File: src/kdi_pkg.sv
// key detect integrator package: setup layout, lookup tables, timing counts
// assumes a 24-key matrix with one setup byte per key
package kdi_pkg;

  localparam int unsigned NUM_KEYS  = 24;
  localparam int unsigned KEY_W     = 5;
  localparam int unsigned DELTA_W   = 16;
  localparam int unsigned FAST_W    = 5;
  localparam int unsigned NORM_W    = 4;
  localparam int unsigned AWAKE_W   = 16;

  // setup bank placement
  localparam logic [7:0] SETUP_BASE = 8'h00_A5;
  localparam logic [7:0] SETUP_LAST = 8'h00_BC;
  localparam logic [7:0] SETUP_RST  = 8'h00_8E;
  localparam logic [7:0] UNMAPPED_RD = 8'h00_00;

  // setup byte fields
  localparam int unsigned WAKE_BIT  = 7;
  localparam int unsigned SUPP_BIT  = 6;
  localparam int unsigned FAST_MSB  = 5;
  localparam int unsigned FAST_LSB  = 2;
  localparam int unsigned NORM_MSB  = 1;
  localparam int unsigned NORM_LSB  = 0;

  // index to confirmations
  localparam logic [NORM_W-1:0] NORM_LUT [4] = '{4'h0_0, 4'h0_2, 4'h0_4, 4'h0_8};
  localparam logic [FAST_W-1:0] FAST_LUT [16] = '{
    5'h00_00, 5'h00_01, 5'h00_04, 5'h00_06, 5'h00_08, 5'h00_0A, 5'h00_0C, 5'h00_0E,
    5'h00_10, 5'h00_12, 5'h00_14, 5'h00_16, 5'h00_18, 5'h00_1A, 5'h00_1C, 5'h00_1E};

  // awake time unit and clock
  localparam int unsigned CLK_PERIOD_NS = 100;
  localparam int unsigned AWAKE_TICK_NS = 1_000_000;
  localparam int unsigned AWAKE_TICK_CYCLES = AWAKE_TICK_NS / CLK_PERIOD_NS;

  typedef enum logic [1:0] {
    SEQ_REQ  = 2'b01,
    SEQ_WAIT = 2'b10
  } kdi_seq_type;

endpackage

File: src/kdi_core.sv
// key detect integrator: scan sequencer, fast and normal integrators,
// relative suppression and wake-on-touch change signalling
// assumes the acquisition front end answers each request with one valid pulse
//
// Overview of operation
// - normal limit index zero disables a key; nonzero enables it.
// - each key keeps its own count, up on crossing, down otherwise.
// - first crossing below negative threshold enters fast burst on that key.
// - each key has its own fast limit, one to fifteen.
// - fast burst stays on key until limit or zero, then moves on.
// - normal count tallies fast limits reached, at most once per scan.
// - key active when normal count reaches normal limit.
// - fast limit one means single acquisition per rotation.
// - fast count steps up at or below threshold, down above it.
// - disabled keys are skipped in the scan.
// - normal limit is table index; 1 gives 2, 2 gives 4; default 2.
// - fast limit is table index; 2 gives 4, 3 gives 6; default 3.
// - suppress enabled key while another enabled key deviates more negatively.
// - a detected key holds detect while touched, ignoring suppression.
// - suppression compares raw deviations only.
// - suppression enable defaults off.
// - wake-enabled key drives change output on touch and release, and wakes.
// - independent per-key wake enable, default on.
// - once awake, any key activity extends awake time.
// - stay awake a set time after last release.
// - touch recognised when filtered signal crosses negative threshold downward.
// - never sleep while any key detects or calibrates.
`timescale 1ns/100ps
module kdi_core #(
  parameter int unsigned TICK_CYCLES = kdi_pkg::AWAKE_TICK_CYCLES // cycles per awake tick
) (
  input  wire logic                               clk_sys_in,      // system clock
  input  wire logic                               rst_in,          // async reset, high
  input  wire logic [7:0]                         setup_addr_in,   // setup byte address
  input  wire logic                               setup_wr_in,     // setup write strobe
  input  wire logic [7:0]                         setup_wdata_in,  // setup write data
  output logic      [7:0]                         setup_rdata_out, // setup read data
  output logic                                    acq_req_out,     // acquire request pulse
  output logic      [kdi_pkg::KEY_W-1:0]          acq_key_out,     // key to acquire
  output logic                                    fast_burst_out,  // in fast burst mode
  input  wire logic                               acq_valid_in,    // acquisition done pulse
  input  wire logic                               acq_touch_in,    // signal at or below threshold
  input  wire logic signed [kdi_pkg::DELTA_W-1:0] acq_delta_in,    // reference minus signal
  input  wire logic                               calibrating_in,  // some key calibrating
  input  wire logic                               sleep_en_in,     // sleep feature on
  input  wire logic [kdi_pkg::AWAKE_W-1:0]        awake_time_in,   // awake ticks after release
  input  wire logic                               change_ack_in,   // host clears change
  output logic      [kdi_pkg::NUM_KEYS-1:0]       key_detect_out,  // per-key detect state
  output logic                                    awake_out,       // device awake
  input  wire logic                               change_pin_in,   // change pin level, unused
  output logic                                    change_pin_o_out,  // change pin drive value
  output logic                                    change_pin_oe_out  // change pin pulled low
);

  localparam int unsigned NK = kdi_pkg::NUM_KEYS;
  localparam int unsigned KW = kdi_pkg::KEY_W;
  localparam int unsigned FW = kdi_pkg::FAST_W;
  localparam int unsigned NW = kdi_pkg::NORM_W;
  localparam int unsigned DW = kdi_pkg::DELTA_W;

  logic [NK-1:0]   wake_en;
  logic [NK-1:0]   supp_en;
  logic [NK*4-1:0] fast_idx;
  logic [NK*2-1:0] norm_idx;
  logic [NK-1:0]   key_en;
  logic [NK-1:0]   beaten;

  kdi_setup_bank u_bank (
    .clk_sys_in     (clk_sys_in),
    .rst_in         (rst_in),
    .setup_addr_in  (setup_addr_in),
    .setup_wr_in    (setup_wr_in),
    .setup_wdata_in (setup_wdata_in),
    .setup_rdata_out(setup_rdata_out),
    .wake_en_out    (wake_en),
    .supp_en_out    (supp_en),
    .fast_idx_out   (fast_idx),
    .norm_idx_out   (norm_idx)
  );

  // per-key state
  logic [FW-1:0]        fast_ff   [NK];
  logic [FW-1:0]        nxt_fast  [NK];
  logic [NW-1:0]        norm_ff   [NK];
  logic [NW-1:0]        nxt_norm  [NK];
  logic signed [DW-1:0] delta_ff  [NK];
  logic signed [DW-1:0] nxt_delta [NK];
  logic [NK-1:0]        detect_ff;
  logic [NK-1:0]        nxt_detect;
  logic [NK-1:0]        adv_ff;
  logic [NK-1:0]        nxt_adv;

  // sequencer
  kdi_pkg::kdi_seq_type seq_ff;
  kdi_pkg::kdi_seq_type nxt_seq;
  logic [KW-1:0]        cur_ff;
  logic [KW-1:0]        nxt_cur;
  logic                 req_ff;
  logic                 nxt_req;
  logic                 burst_ff;
  logic                 nxt_burst;
  logic [KW-1:0]        next_key;
  logic                 next_wraps;

  // awake and change
  logic                 change_ff;
  logic                 nxt_change;
  logic                 awake_ff;
  logic                 nxt_awake;
  logic [kdi_pkg::AWAKE_W-1:0] awake_cnt_ff;
  logic [kdi_pkg::AWAKE_W-1:0] nxt_awake_cnt;
  logic [31:0]          tick_ff;
  logic [31:0]          nxt_tick;

  for (genvar k = 0; k < NK; k++) begin : g_key
    assign key_en[k] = norm_idx[k*2 +: 2] != 2'h0_0;
    // raw deviation only, no gain or threshold scaling
    assign beaten[k] = supp_en[k] && (k != int'(cur_ff)) && (delta_ff[k] > acq_delta_in);
  end

  // next enabled key after the current one, circularly
  always_comb begin
    int idx;
    idx        = 0;
    next_key   = cur_ff;
    next_wraps = 1'b0;
    for (int i = NK; i >= 1; i--) begin
      idx = int'(cur_ff) + i;
      if (idx >= NK) begin
        idx = idx - NK;
      end
      if (key_en[idx]) begin
        next_key   = KW'(idx);
        next_wraps = (int'(cur_ff) + i) >= NK;
      end
    end
  end

  always_comb begin
    logic [FW-1:0] flim;
    logic [NW-1:0] nlim;
    logic [FW-1:0] fnew;
    logic          touch_eff;
    logic          locked;
    flim       = kdi_pkg::FAST_LUT[fast_idx[cur_ff*4 +: 4]];
    nlim       = kdi_pkg::NORM_LUT[norm_idx[cur_ff*2 +: 2]];
    fnew       = '0;
    touch_eff  = 1'b0;
    locked     = 1'b0;
    nxt_fast   = fast_ff;
    nxt_norm   = norm_ff;
    nxt_delta  = delta_ff;
    nxt_detect = detect_ff;
    nxt_adv    = adv_ff;
    nxt_seq    = seq_ff;
    nxt_cur    = cur_ff;
    nxt_req    = 1'b0;
    nxt_burst  = burst_ff;
    case (seq_ff)
      kdi_pkg::SEQ_REQ: begin
        if (key_en[cur_ff]) begin
          nxt_req = 1'b1;
          nxt_seq = kdi_pkg::SEQ_WAIT;
        end else begin
          nxt_cur = next_key;
        end
      end
      kdi_pkg::SEQ_WAIT: begin
        if (acq_valid_in) begin
          nxt_seq = kdi_pkg::SEQ_REQ;
          if (supp_en[cur_ff]) begin
            nxt_delta[cur_ff] = acq_delta_in;
          end
          if (detect_ff[cur_ff]) begin
            if (!acq_touch_in) begin
              nxt_detect[cur_ff] = 1'b0; // release
              nxt_fast[cur_ff]   = '0;
              nxt_norm[cur_ff]   = '0;
            end
            // held regardless of other keys' deviations
          end else begin
            touch_eff = acq_touch_in && !(supp_en[cur_ff] && |beaten);
            if (touch_eff) begin
              fnew = fast_ff[cur_ff] + FW'(1);
            end else if (fast_ff[cur_ff] != '0) begin
              fnew = fast_ff[cur_ff] - FW'(1);
            end
            if (touch_eff && fnew >= flim) begin
              nxt_fast[cur_ff] = '0;
              if (!adv_ff[cur_ff]) begin
                nxt_adv[cur_ff] = 1'b1;
                if (norm_ff[cur_ff] + NW'(1) >= nlim) begin
                  nxt_detect[cur_ff] = 1'b1;
                  nxt_norm[cur_ff]   = '0;
                end else begin
                  nxt_norm[cur_ff] = norm_ff[cur_ff] + NW'(1);
                end
              end
            end else if (fnew == '0) begin
              nxt_fast[cur_ff] = '0;
              if (!touch_eff && norm_ff[cur_ff] != '0) begin
                nxt_norm[cur_ff] = norm_ff[cur_ff] - NW'(1);
              end
            end else begin
              nxt_fast[cur_ff] = fnew;
              locked           = 1'b1;
            end
          end
          nxt_burst = locked;
          if (!locked) begin
            nxt_cur = next_key;
            if (next_wraps) begin
              nxt_adv = '0; // one normal step per full scan
            end
          end
        end
      end
      default: begin
        nxt_seq = kdi_pkg::SEQ_REQ;
      end
    endcase
    for (int k = 0; k < NK; k++) begin
      if (!key_en[k]) begin
        nxt_fast[k]   = '0;
        nxt_norm[k]   = '0;
        nxt_detect[k] = 1'b0;
      end
    end
  end

  always_ff @(posedge clk_sys_in or posedge rst_in) begin
    if (rst_in) begin
      for (int k = 0; k < NK; k++) begin
        fast_ff[k]  <= '0;
        norm_ff[k]  <= '0;
        delta_ff[k] <= '0;
      end
      detect_ff <= '0;
      adv_ff    <= '0;
      seq_ff    <= kdi_pkg::SEQ_REQ;
      cur_ff    <= '0;
      req_ff    <= 1'b0;
      burst_ff  <= 1'b0;
    end else begin
      fast_ff   <= nxt_fast;
      norm_ff   <= nxt_norm;
      delta_ff  <= nxt_delta;
      detect_ff <= nxt_detect;
      adv_ff    <= nxt_adv;
      seq_ff    <= nxt_seq;
      cur_ff    <= nxt_cur;
      req_ff    <= nxt_req;
      burst_ff  <= nxt_burst;
    end
  end

  // change line and awake timer
  always_comb begin
    logic [NK-1:0] flips;
    flips         = detect_ff ^ nxt_detect;
    nxt_change    = change_ff;
    nxt_awake     = awake_ff;
    nxt_awake_cnt = awake_cnt_ff;
    nxt_tick      = tick_ff;
    if (change_ack_in) begin
      nxt_change = 1'b0;
    end
    if (|(flips & wake_en)) begin
      nxt_change = 1'b1; // set wins over ack
      nxt_awake  = 1'b1;
    end
    if (!sleep_en_in) begin
      nxt_awake = 1'b1;
    end
    if (|flips && (awake_ff || |(flips & wake_en))) begin
      nxt_awake_cnt = awake_time_in;
      nxt_tick      = '0;
    end else if (|detect_ff || calibrating_in || !awake_ff) begin
      nxt_awake_cnt = awake_time_in;
      nxt_tick      = '0;
    end else if (tick_ff >= 32'(TICK_CYCLES - 1)) begin
      nxt_tick = '0;
      if (awake_cnt_ff != '0) begin
        nxt_awake_cnt = awake_cnt_ff - 16'h0_001;
      end
    end else begin
      nxt_tick = tick_ff + 32'h0000_0001;
    end
    if (awake_ff && sleep_en_in && awake_cnt_ff == '0 && !(|detect_ff) && !calibrating_in
        && !(|flips)) begin
      nxt_awake = 1'b0;
    end
  end

  always_ff @(posedge clk_sys_in or posedge rst_in) begin
    if (rst_in) begin
      change_ff    <= 1'b0;
      awake_ff     <= 1'b1;
      awake_cnt_ff <= '0;
      tick_ff      <= '0;
    end else begin
      change_ff    <= nxt_change;
      awake_ff     <= nxt_awake;
      awake_cnt_ff <= nxt_awake_cnt;
      tick_ff      <= nxt_tick;
    end
  end

  assign acq_req_out       = req_ff;
  assign acq_key_out       = cur_ff;
  assign fast_burst_out    = burst_ff;
  assign key_detect_out    = detect_ff;
  assign awake_out         = awake_ff;
  assign change_pin_o_out  = 1'b0; // open drain: only ever pulls low
  assign change_pin_oe_out = change_ff;

endmodule

File: src/kdi_setup_bank.sv
// per-key setup byte bank behind a byte-wide port
// assumes one synchronous access per cycle; writes take effect at once
`timescale 1ns/100ps
module kdi_setup_bank (
  input  wire logic                              clk_sys_in,    // system clock
  input  wire logic                              rst_in,        // async reset, high
  input  wire logic [7:0]                        setup_addr_in, // byte address
  input  wire logic                              setup_wr_in,   // write strobe
  input  wire logic [7:0]                        setup_wdata_in,// write data
  output logic      [7:0]                        setup_rdata_out,// read data, registered
  output logic      [kdi_pkg::NUM_KEYS-1:0]      wake_en_out,   // per-key wake enable
  output logic      [kdi_pkg::NUM_KEYS-1:0]      supp_en_out,   // per-key suppression enable
  output logic      [kdi_pkg::NUM_KEYS*4-1:0]    fast_idx_out,  // per-key fast limit index
  output logic      [kdi_pkg::NUM_KEYS*2-1:0]    norm_idx_out   // per-key normal limit index
);

  logic [7:0] setup_ff [kdi_pkg::NUM_KEYS];
  logic [7:0] nxt_setup [kdi_pkg::NUM_KEYS];
  logic [7:0] rdata_ff;
  logic [7:0] nxt_rdata;
  logic [7:0] offs;

  localparam int unsigned KEYW = kdi_pkg::KEY_W;

  assign offs = setup_addr_in - kdi_pkg::SETUP_BASE;

  always_comb begin
    nxt_setup = setup_ff;
    if (setup_addr_in >= kdi_pkg::SETUP_BASE && setup_addr_in <= kdi_pkg::SETUP_LAST) begin
      nxt_rdata = setup_ff[offs[KEYW-1:0]];
      if (setup_wr_in) begin
        nxt_setup[offs[KEYW-1:0]] = setup_wdata_in;
      end
    end else begin
      nxt_rdata = kdi_pkg::UNMAPPED_RD;
    end
  end

  always_ff @(posedge clk_sys_in or posedge rst_in) begin
    if (rst_in) begin
      for (int i = 0; i < kdi_pkg::NUM_KEYS; i++) begin
        setup_ff[i] <= kdi_pkg::SETUP_RST;
      end
      rdata_ff <= 8'h00_00;
    end else begin
      setup_ff <= nxt_setup;
      rdata_ff <= nxt_rdata;
    end
  end

  assign setup_rdata_out = rdata_ff;

  for (genvar k = 0; k < kdi_pkg::NUM_KEYS; k++) begin : g_key
    assign wake_en_out[k]        = setup_ff[k][kdi_pkg::WAKE_BIT];
    assign supp_en_out[k]        = setup_ff[k][kdi_pkg::SUPP_BIT];
    assign fast_idx_out[k*4 +: 4] = setup_ff[k][kdi_pkg::FAST_MSB:kdi_pkg::FAST_LSB];
    assign norm_idx_out[k*2 +: 2] = setup_ff[k][kdi_pkg::NORM_MSB:kdi_pkg::NORM_LSB];
  end

endmodule

File: config.mk
export PLATFORM = sky130hd
export DESIGN_NAME = kdi_core
export DESIGN_NICKNAME = d
export VERILOG_FILES = /design/src/kdi_pkg.sv /design/src/kdi_core.sv /design/src/kdi_setup_bank.sv
export SDC_FILE = /design/constraint.sdc
export NUM_CORES = 2
export LEC_CHECK = 0
export ABC_AREA = 0
export CORE_UTILIZATION = 49
export DETAILED_ROUTE_END_ITERATION = 6
export DONT_BUFFER_PORTS = 1
export MAX_ROUTING_LAYER = met4
export PLACE_DENSITY = 0.75
export SLEW_MARGIN = 40
export SYNTH_ARGS = -nofsm -noshare
export SYNTH_HDL_FRONTEND = slang
export SYNTH_HIERARCHICAL = 1
export SYNTH_SLANG_ARGS = --single-unit
File: constraint.sdc
create_clock -name clk_sys_in -period 24.1 [get_ports clk_sys_in]
set_clock_uncertainty 0.1 [all_clocks]
set_input_delay 4.82 -clock clk_sys_in [delete_from_list [all_inputs] [get_ports clk_sys_in]]
set_output_delay 4.82 -clock clk_sys_in [all_outputs]
set_load 0.01 [all_outputs]
Yosys cells after proc, flatten, opt, wreduce, memory -nomap -nowiden
Memories as Yosys holds them, arrays and structs flattened.
Cells that the tools add are included.
- output and inout bits: 42
- ROM bits: 80
- memories kept: 1
- bits in registers: 907
- word-level logic and storage cells: 961
- memories (name ; depth ; bits a word ; rd ports ; clocked after memory_dff ; write ports ; line ; RTL):
    (no name shown) ; 16 ; 5 ; 1 ; 0 ; 0 ; kdi_core.sv:145 ; flim = kdi_pkg::FAST_LUT[fast_idx[cur_ff*4 +: 4]];
- $add $sub $neg: 79
- multiplexer cells: 312
- shifts and indexed selects: 2
- reduce and logical (&&, ||, !) cells: 163
- bitwise logic cells: 14
- $lt $le $gt $ge: 109
- equal/unequal tests: 174
- operator list (operator ; count):
    $mux 32 ; 27
    $mux 96 ; 9
    $lt 32x7->1 const B ; 24
    $mux 120 ; 6
    $bwmux 384 ; 1
    $gt 16x16->1 ; 24
    $mux 5 ; 61
    $ge 6x5->1 const B ; 48
    $mux 24 ; 12
    $bwmux 192 ; 1
    $bwmux 96 ; 2
    $ne 4x1->1 const B ; 48
    $sub 6x5->7 const B ; 24
    $reduce_and 6->1 ; 24
    $bmux 1 s5 ; 28
    $and 120x120->120 ; 1
    $bwmux 120 ; 1
    $not 120->120 ; 1
    $mux 4 ; 29
    $mux 1 ; 113
    $add 5x5->6 const B ; 18
    $add 5x4->6 const B ; 16
    $and 96x96->96 ; 1
    $ne 4x4->1 const B ; 24
    other kinds (69) ; 310

Logic depth before layout (Yosys ltp)
- depth in word-level cells: 33
- mapped depth: 34
- depth with buffers taken out: 24

Hierarchy
The synthesis kept the hierarchy.
- by module, submodules not included (module ; instances ; cells an instance ; area each (µm²) ; sequential area each (µm²)):
    kdi_core ; 1 ; 4805 ; 47904.7 ; 17694.5
    kdi_setup_bank ; 1 ; 608 ; 9606.7 ; 5124.9

Least setup slack after synthesis
No wires, ideal clock.
- kind: in2reg
- from: input port acq_delta_in[7] in the netlist's numbering
- to: register awake_cnt_ff[7] in the netlist's numbering
- path buffers: 6
- path slack: 12.082 ns
- data arrival time: 11.790 ns
- cell stages on the path: 29
- cells stage by stage: clkbuf_1 inv_1 ha_1 and3_1 a221oi_1 nor2b_1 a211oi_1 mux2_1 a2111o_1 or4_1 buf_2 o41ai_4 nor3_1 nor3_1 clkbuf_1 inv_1 ha_1 a21o_1 a21oi_1 nor2b_1 o2111ai_1 o31a_1 buf_2 nor2_1 a22o_1 or4_1 buf_2 buf_4 mux2_1
- word-level cells in the longest chain between the ends: 24
- elaborated cells between the ends (all ways): 96
- classes of those cells: order compare (25); mux (33); bitwise (2); reduce/logical (36)
- RTL lines (item ; line ; RTL):
    from (decl) ; kdi_core.sv:43 ; input wire logic signed [kdi_pkg::DELTA_W-1:0] acq_delta_in,
    $gt 16x16->1 ; kdi_core.sv:118 ; assign beaten[k] = supp_en[k] && (k != int'(cur_ff)) && (delta_ff[k] > acq_delta_in);
    $logic_and 1x1->1 ; kdi_core.sv:118 ;
    $reduce_or 24->1 (*) ; kdi_core.sv:182 ; touch_eff = acq_touch_in && !(supp_en[cur_ff] && |beaten);
    $logic_and 1x1->1 (*) ; kdi_core.sv:182 ;
    $logic_not 1->1 (*) ; kdi_core.sv:182 ;
    $logic_and 1x1->1 (*) ; kdi_core.sv:182 ;
    $mux 5 ; kdi_core.sv:183 ; if (touch_eff) begin
    $mux 5 ; kdi_core.sv:174 ; if (detect_ff[cur_ff]) begin
    [8 not listed] ; -- ;
    $mux 1 ; kdi_core.sv:223 ; if (!key_en[k]) begin
    $xor 24x24->24 (*) ; kdi_core.sv:260 ; flips = detect_ff ^ nxt_detect;
    $and 24x24->24 ; kdi_core.sv:275 ; if (|flips && (awake_ff || |(flips & wake_en))) begin
    $reduce_or 24->1 ; kdi_core.sv:275 ;
    $logic_or 1x1->1 ; kdi_core.sv:275 ;
    $logic_and 1x1->1 (*) ; kdi_core.sv:275 ;
    $reduce_bool 3->1 (no line) ; -- ;
    $reduce_and 2->1 (no line) ; -- ;
    to (signal assigned) ; kdi_core.sv:304 ; awake_cnt_ff <= nxt_awake_cnt;
    to (decl) ; kdi_core.sv:110 ; logic [kdi_pkg::AWAKE_W-1:0] awake_cnt_ff;
Mark *: on every way between the ends. The rest lies on a longest branch, timed or not. The select of a mux whose other input is x is not followed.
A chain may end at the register's enable or synchronous reset.

Final worst setup path
- from: input port acq_delta_in[13] in the netlist's numbering
- to: register awake_cnt_ff[7] in the netlist's numbering
Same word-level chain as after synthesis.

==> impl_metrics.py <==
metrics = {
    "layout": {
        "layout_common_cells": "dfrtp_1, mux2_2, nand2_1",
        "fillCellCount": 9810,
        "finalNetCount": 5877,
        "p_r_area_growth_vs_syn_pct": 8.87,
        "layout_commonest_cell": "dfrtp_1",
        "drive_above_1_share": 0.236,
    },
    "critical_path": {
        "cp_slowest_stage_delay_ns": 0.90,
        "crit_buf_inv": 6,
        "arrival_ns": 14.22,
        "path_delay_family": "compound AO/OA/AOI/OAI gates",
        "timing_worst_setup_path_type": "primary input to flop",
        "critical_path.slowest_cell": "or4_2",
        "setup.worst_path.end_class": "flop",
        "path_common_cell": "buf_4",
        "timing.critical_path.required_ns": 24.57,
        "startpoint_class": "primary input",
        "timing.critical_path.fanout_max": 25,
    },
    "global_route": {
        "grt_overflow_total": 0,
        "initial_antenna_violation_count": 8,
        "grt_first_pass_wirelength_um": 292000,
        "grt_usage": 0.338,
        "maximum_number_of_pins_on_one_net_before_global_route_repair": 120,
        "grt_pass1_vias": 45800,
    },
    "sta": {
        "fmax_mhz": 72.7,
        "period_utilisation_layout": 0.570,
        "setup_viol": 0,
        "timing.setup.tns_ns": 0,
        "fin_ws_ns": 10.35,
        "grt_setup_unrepaired": "false",
        "hold_violations": 0,
        "max_slew_margin": 0.401,
        "worstMarginPinSlew_ns": 0.893,
        "period_minus_slack_ns": 13.75,
        "timing.final.max_slew_violations": 0,
    },
    "synthesis": {
        "synth_enable_flop_cells": 0,
        "synth_largest_type_area_fraction": 0.352,
        "synth-seq-area-share": 0.397,
        "synth.lib_cells_used.distinct": 109,
        "synth.area.top_cells": "dfrtp_1, mux2_2, ha_1",
        "synthesis_stage_register_bit_count": 907,
        "netlist.top_cell.by_area": "dfrtp_1",
        "yosys_most_used_dff": "dfrtp_1",
        "synth_area_per_cell_sq_um": 10.6,
        "synthesis.area_sq_um": 57500,
        "asyncSetResetFlopFracSynth": 1.00,
        "yosys_warnings": 6,
        "synth_cells": 5413,
    },
    "route": {
        "dr_total_vias": 47100,
        "routed_wirelength_normalized_by_instance_count_um": 28.2,
        "drt_iter0_markers": 5871,
        "totalWireLength_um": 196000,
        "post_drt_via_cell_ratio": 6.76,
        "drt-pass1-iter-count": 7,
        "antenna_violating_nets_post_route": 0,
        "drc_errors": 5,
    },
    "placed_design": {
        "dp_hpwl_um": 135000,
        "pre_cts_setup_slack_ns": 10.11,
        "gpl.final_weighted_congestion": 1.02,
        "placement.io_buffers": 0,
    },
    "pwr": {
        "p_int_w": 0.00361,
        "peakVddDrop_mv": 0.0954,
        "comb_power_share": 0.501,
        "power.leakage_nw": 27.3,
        "power.density_cell_area_nw_per_um2": 103,
        "swShare": 0.440,
        "power.sequential.fraction": 0.263,
        "p_switching_w": 0.00283,
        "clock_power_share": 0.235,
    },
    "die": {
        "top_level_i_o_count": 99,
        "die-area_sq_um": 119000,
        "die-width_um": 345,
        "design.core.area_sq_um": 116000,
        "die_y_um": 345,
        "initial_utilization": 0.495,
        "std_cell_rows": 125,
    },
    "run_status": {
        "outcome": "complete, but fails checks",
        "violations_in_the_final_reports": "design-rule violations",
    },
    "clocking": {
        "cts.repair_timing.setup_buffer_count": 0,
        "clock_latency_ns": 0.70,
        "htree_levels": 3,
        "clockBufferDepth": 3,
        "post_cts_hold_buffer_count": 0,
        "worst_setup_hold_path_clk_slew_ns": 0.06,
        "tritoncts_clock_tree": "built",
        "post_cts_resized": 0,
        "cts_buffers": 93,
        "root_buffer": "clkbuf_16",
        "cts.sink_count": 907,
    },
    "job": {
        "maxCapViolCount": 0,
    },
    "hold_path": {
        "worstHoldPathType": "flop to flop",
    },
}
[flip-flops by register name (all words and copies together) (netlist names), 2 cells and up]
register,cells
u_bank/fast_idx_out,96
delta_ff,384
tick_ff,32
fast_ff,120
u_bank/setup_rdata_out,8
key_detect_out,24
u_bank/wake_en_out,24
acq_key_out,5
awake_cnt_ff,16
u_bank/supp_en_out,24
adv_ff,24
norm_ff,96
seq_ff,2
u_bank/norm_idx_out,48
[cells by family (layout without fill, tap and decap cells)]
| family | count (synthesis) | in the layout | share of synthesized area |
|---|---|---|---|
| and+or+nand+nor | 1526 | 1526 | 0.129 |
| adders and majority gates | 453 | 453 | 0.0986 |
| AOI/OAI and AO/OA | 1149 | 1149 | 0.123 |
| xor gates and xnor gates | 83 | 83 | 0.0126 |
| buffers and inverters | 424 | 430 | 0.0311 |
| DFF | 907 | 907 | 0.397 |
| muxes | 870 | 870 | 0.209 |
| other | 1 | 24 | 0.0000652 |
[stage by stage]
stage	cells	area, sq um	util	hold WS [ns]	power [W]
6_report	6966	62600	0.539	0.359	0.00644
4_1_cts	6960	62600	0.538	0.357	0.00633
2_1_floorplan	5431	57600	-	0.325	0.00391
3_5_place_dp	6795	59400	0.511	0.348	0.00482
3_3_place_gp	6793	59300	0.510	0.343	0.00479
5_1_grt	6965	62600	0.539	0.371	0.00669
[layout make-up]
cell class,instances,area [sq um],share of cell area
clock inverter,30,468,0.00747
tap,1524,1910,0.0305
sequential,907,22800,0.365
timing repair buffer,136,1100,0.0176
inverter,129,500,0.00799
clock buffer,135,2690,0.0429
multi-input combinational,4100,33100,0.529
antenna,5,12.5,0.000200
[final timing paths]
| kind | cells past startpoint | to | slack, ns | from |
|---|---|---|---|---|
| min in group asynchronous | 1 | u_bank/setup_rdata_out[4] | 3.92 | rst_in |
| max in group asynchronous | 6 | acq_key_out[1] | 17.15 | rst_in |
| min | 1 | tick_ff[0] | 0.36 | tick_ff[0] |
| min reg2reg | 1 | tick_ff[0] | 0.36 | tick_ff[0] |
| max | 27 | awake_cnt_ff[7] | 10.35 | acq_delta_in[13] |
| max reg2reg | 25 | awake_cnt_ff[7] | 14.62 | acq_key_out[2] |
[layer usage]
layer / up-vias / share of wire / GRT usage
met3: 579 / 0.12 / 0.0916
met2: 2785 / 0.44 / 0.489
met1: 23700 / 0.40 / 0.444
met5: - / 0 / -
met4: 0 / 0.044 / 0.142
li1: 20000 / - / -
[power by group through the flow]
| stage | Sequential [W] | Clock (W) | Combinational (W) |
|---|---|---|---|
| 2_1_floorplan | 0.00166 | 0 | 0.00225 |
| 4_1_cts | 0.00169 | 0.00152 | 0.00311 |
| 3_3_place_gp | 0.00172 | 0 | 0.00307 |
| 5_1_grt | 0.00170 | 0.00158 | 0.00340 |
| 3_5_place_dp | 0.00172 | 0 | 0.00310 |
| 6_report | 0.00169 | 0.00152 | 0.00323 |
[cells in the mapped netlist, types with 15 or more instances]
| library cell | n |
|---|---|
| buf_1 | 18 |
| inv_1 | 123 |
| nor4_1 | 40 |
| dfstp_2 | 98 |
| and2_1 | 48 |
| a221oi_1 | 18 |
| and3_1 | 43 |
| ha_1 | 453 |
| nor3_1 | 107 |
| buf_4 | 21 |
| xnor2_1 | 65 |
| nand2_1 | 543 |
| o221ai_1 | 17 |
| or3_1 | 36 |
| o21ai_1 | 15 |
| mux2i_1 | 78 |
| a31oi_1 | 31 |
| nand2b_1 | 22 |
| a211oi_1 | 45 |
| o22ai_1 | 32 |
| a21oi_1 | 478 |
| clkbuf_1 | 208 |
| or2_2 | 36 |
| o31ai_1 | 18 |
| xor2_1 | 18 |
| mux2_4 | 16 |
| mux4_2 | 199 |
| mux2_2 | 564 |
| and4_1 | 15 |
| o211ai_1 | 41 |
| buf_2 | 39 |
| nand4_1 | 80 |
| o21ai_0 | 234 |
| o21a_1 | 16 |
| nor2_1 | 257 |
| dfrtp_1 | 809 |
| nand3_1 | 163 |
| o2111ai_1 | 15 |
| nor2b_1 | 59 |
| a21o_1 | 52 |
No activity file was read; power rests on OpenSTA's default activity.
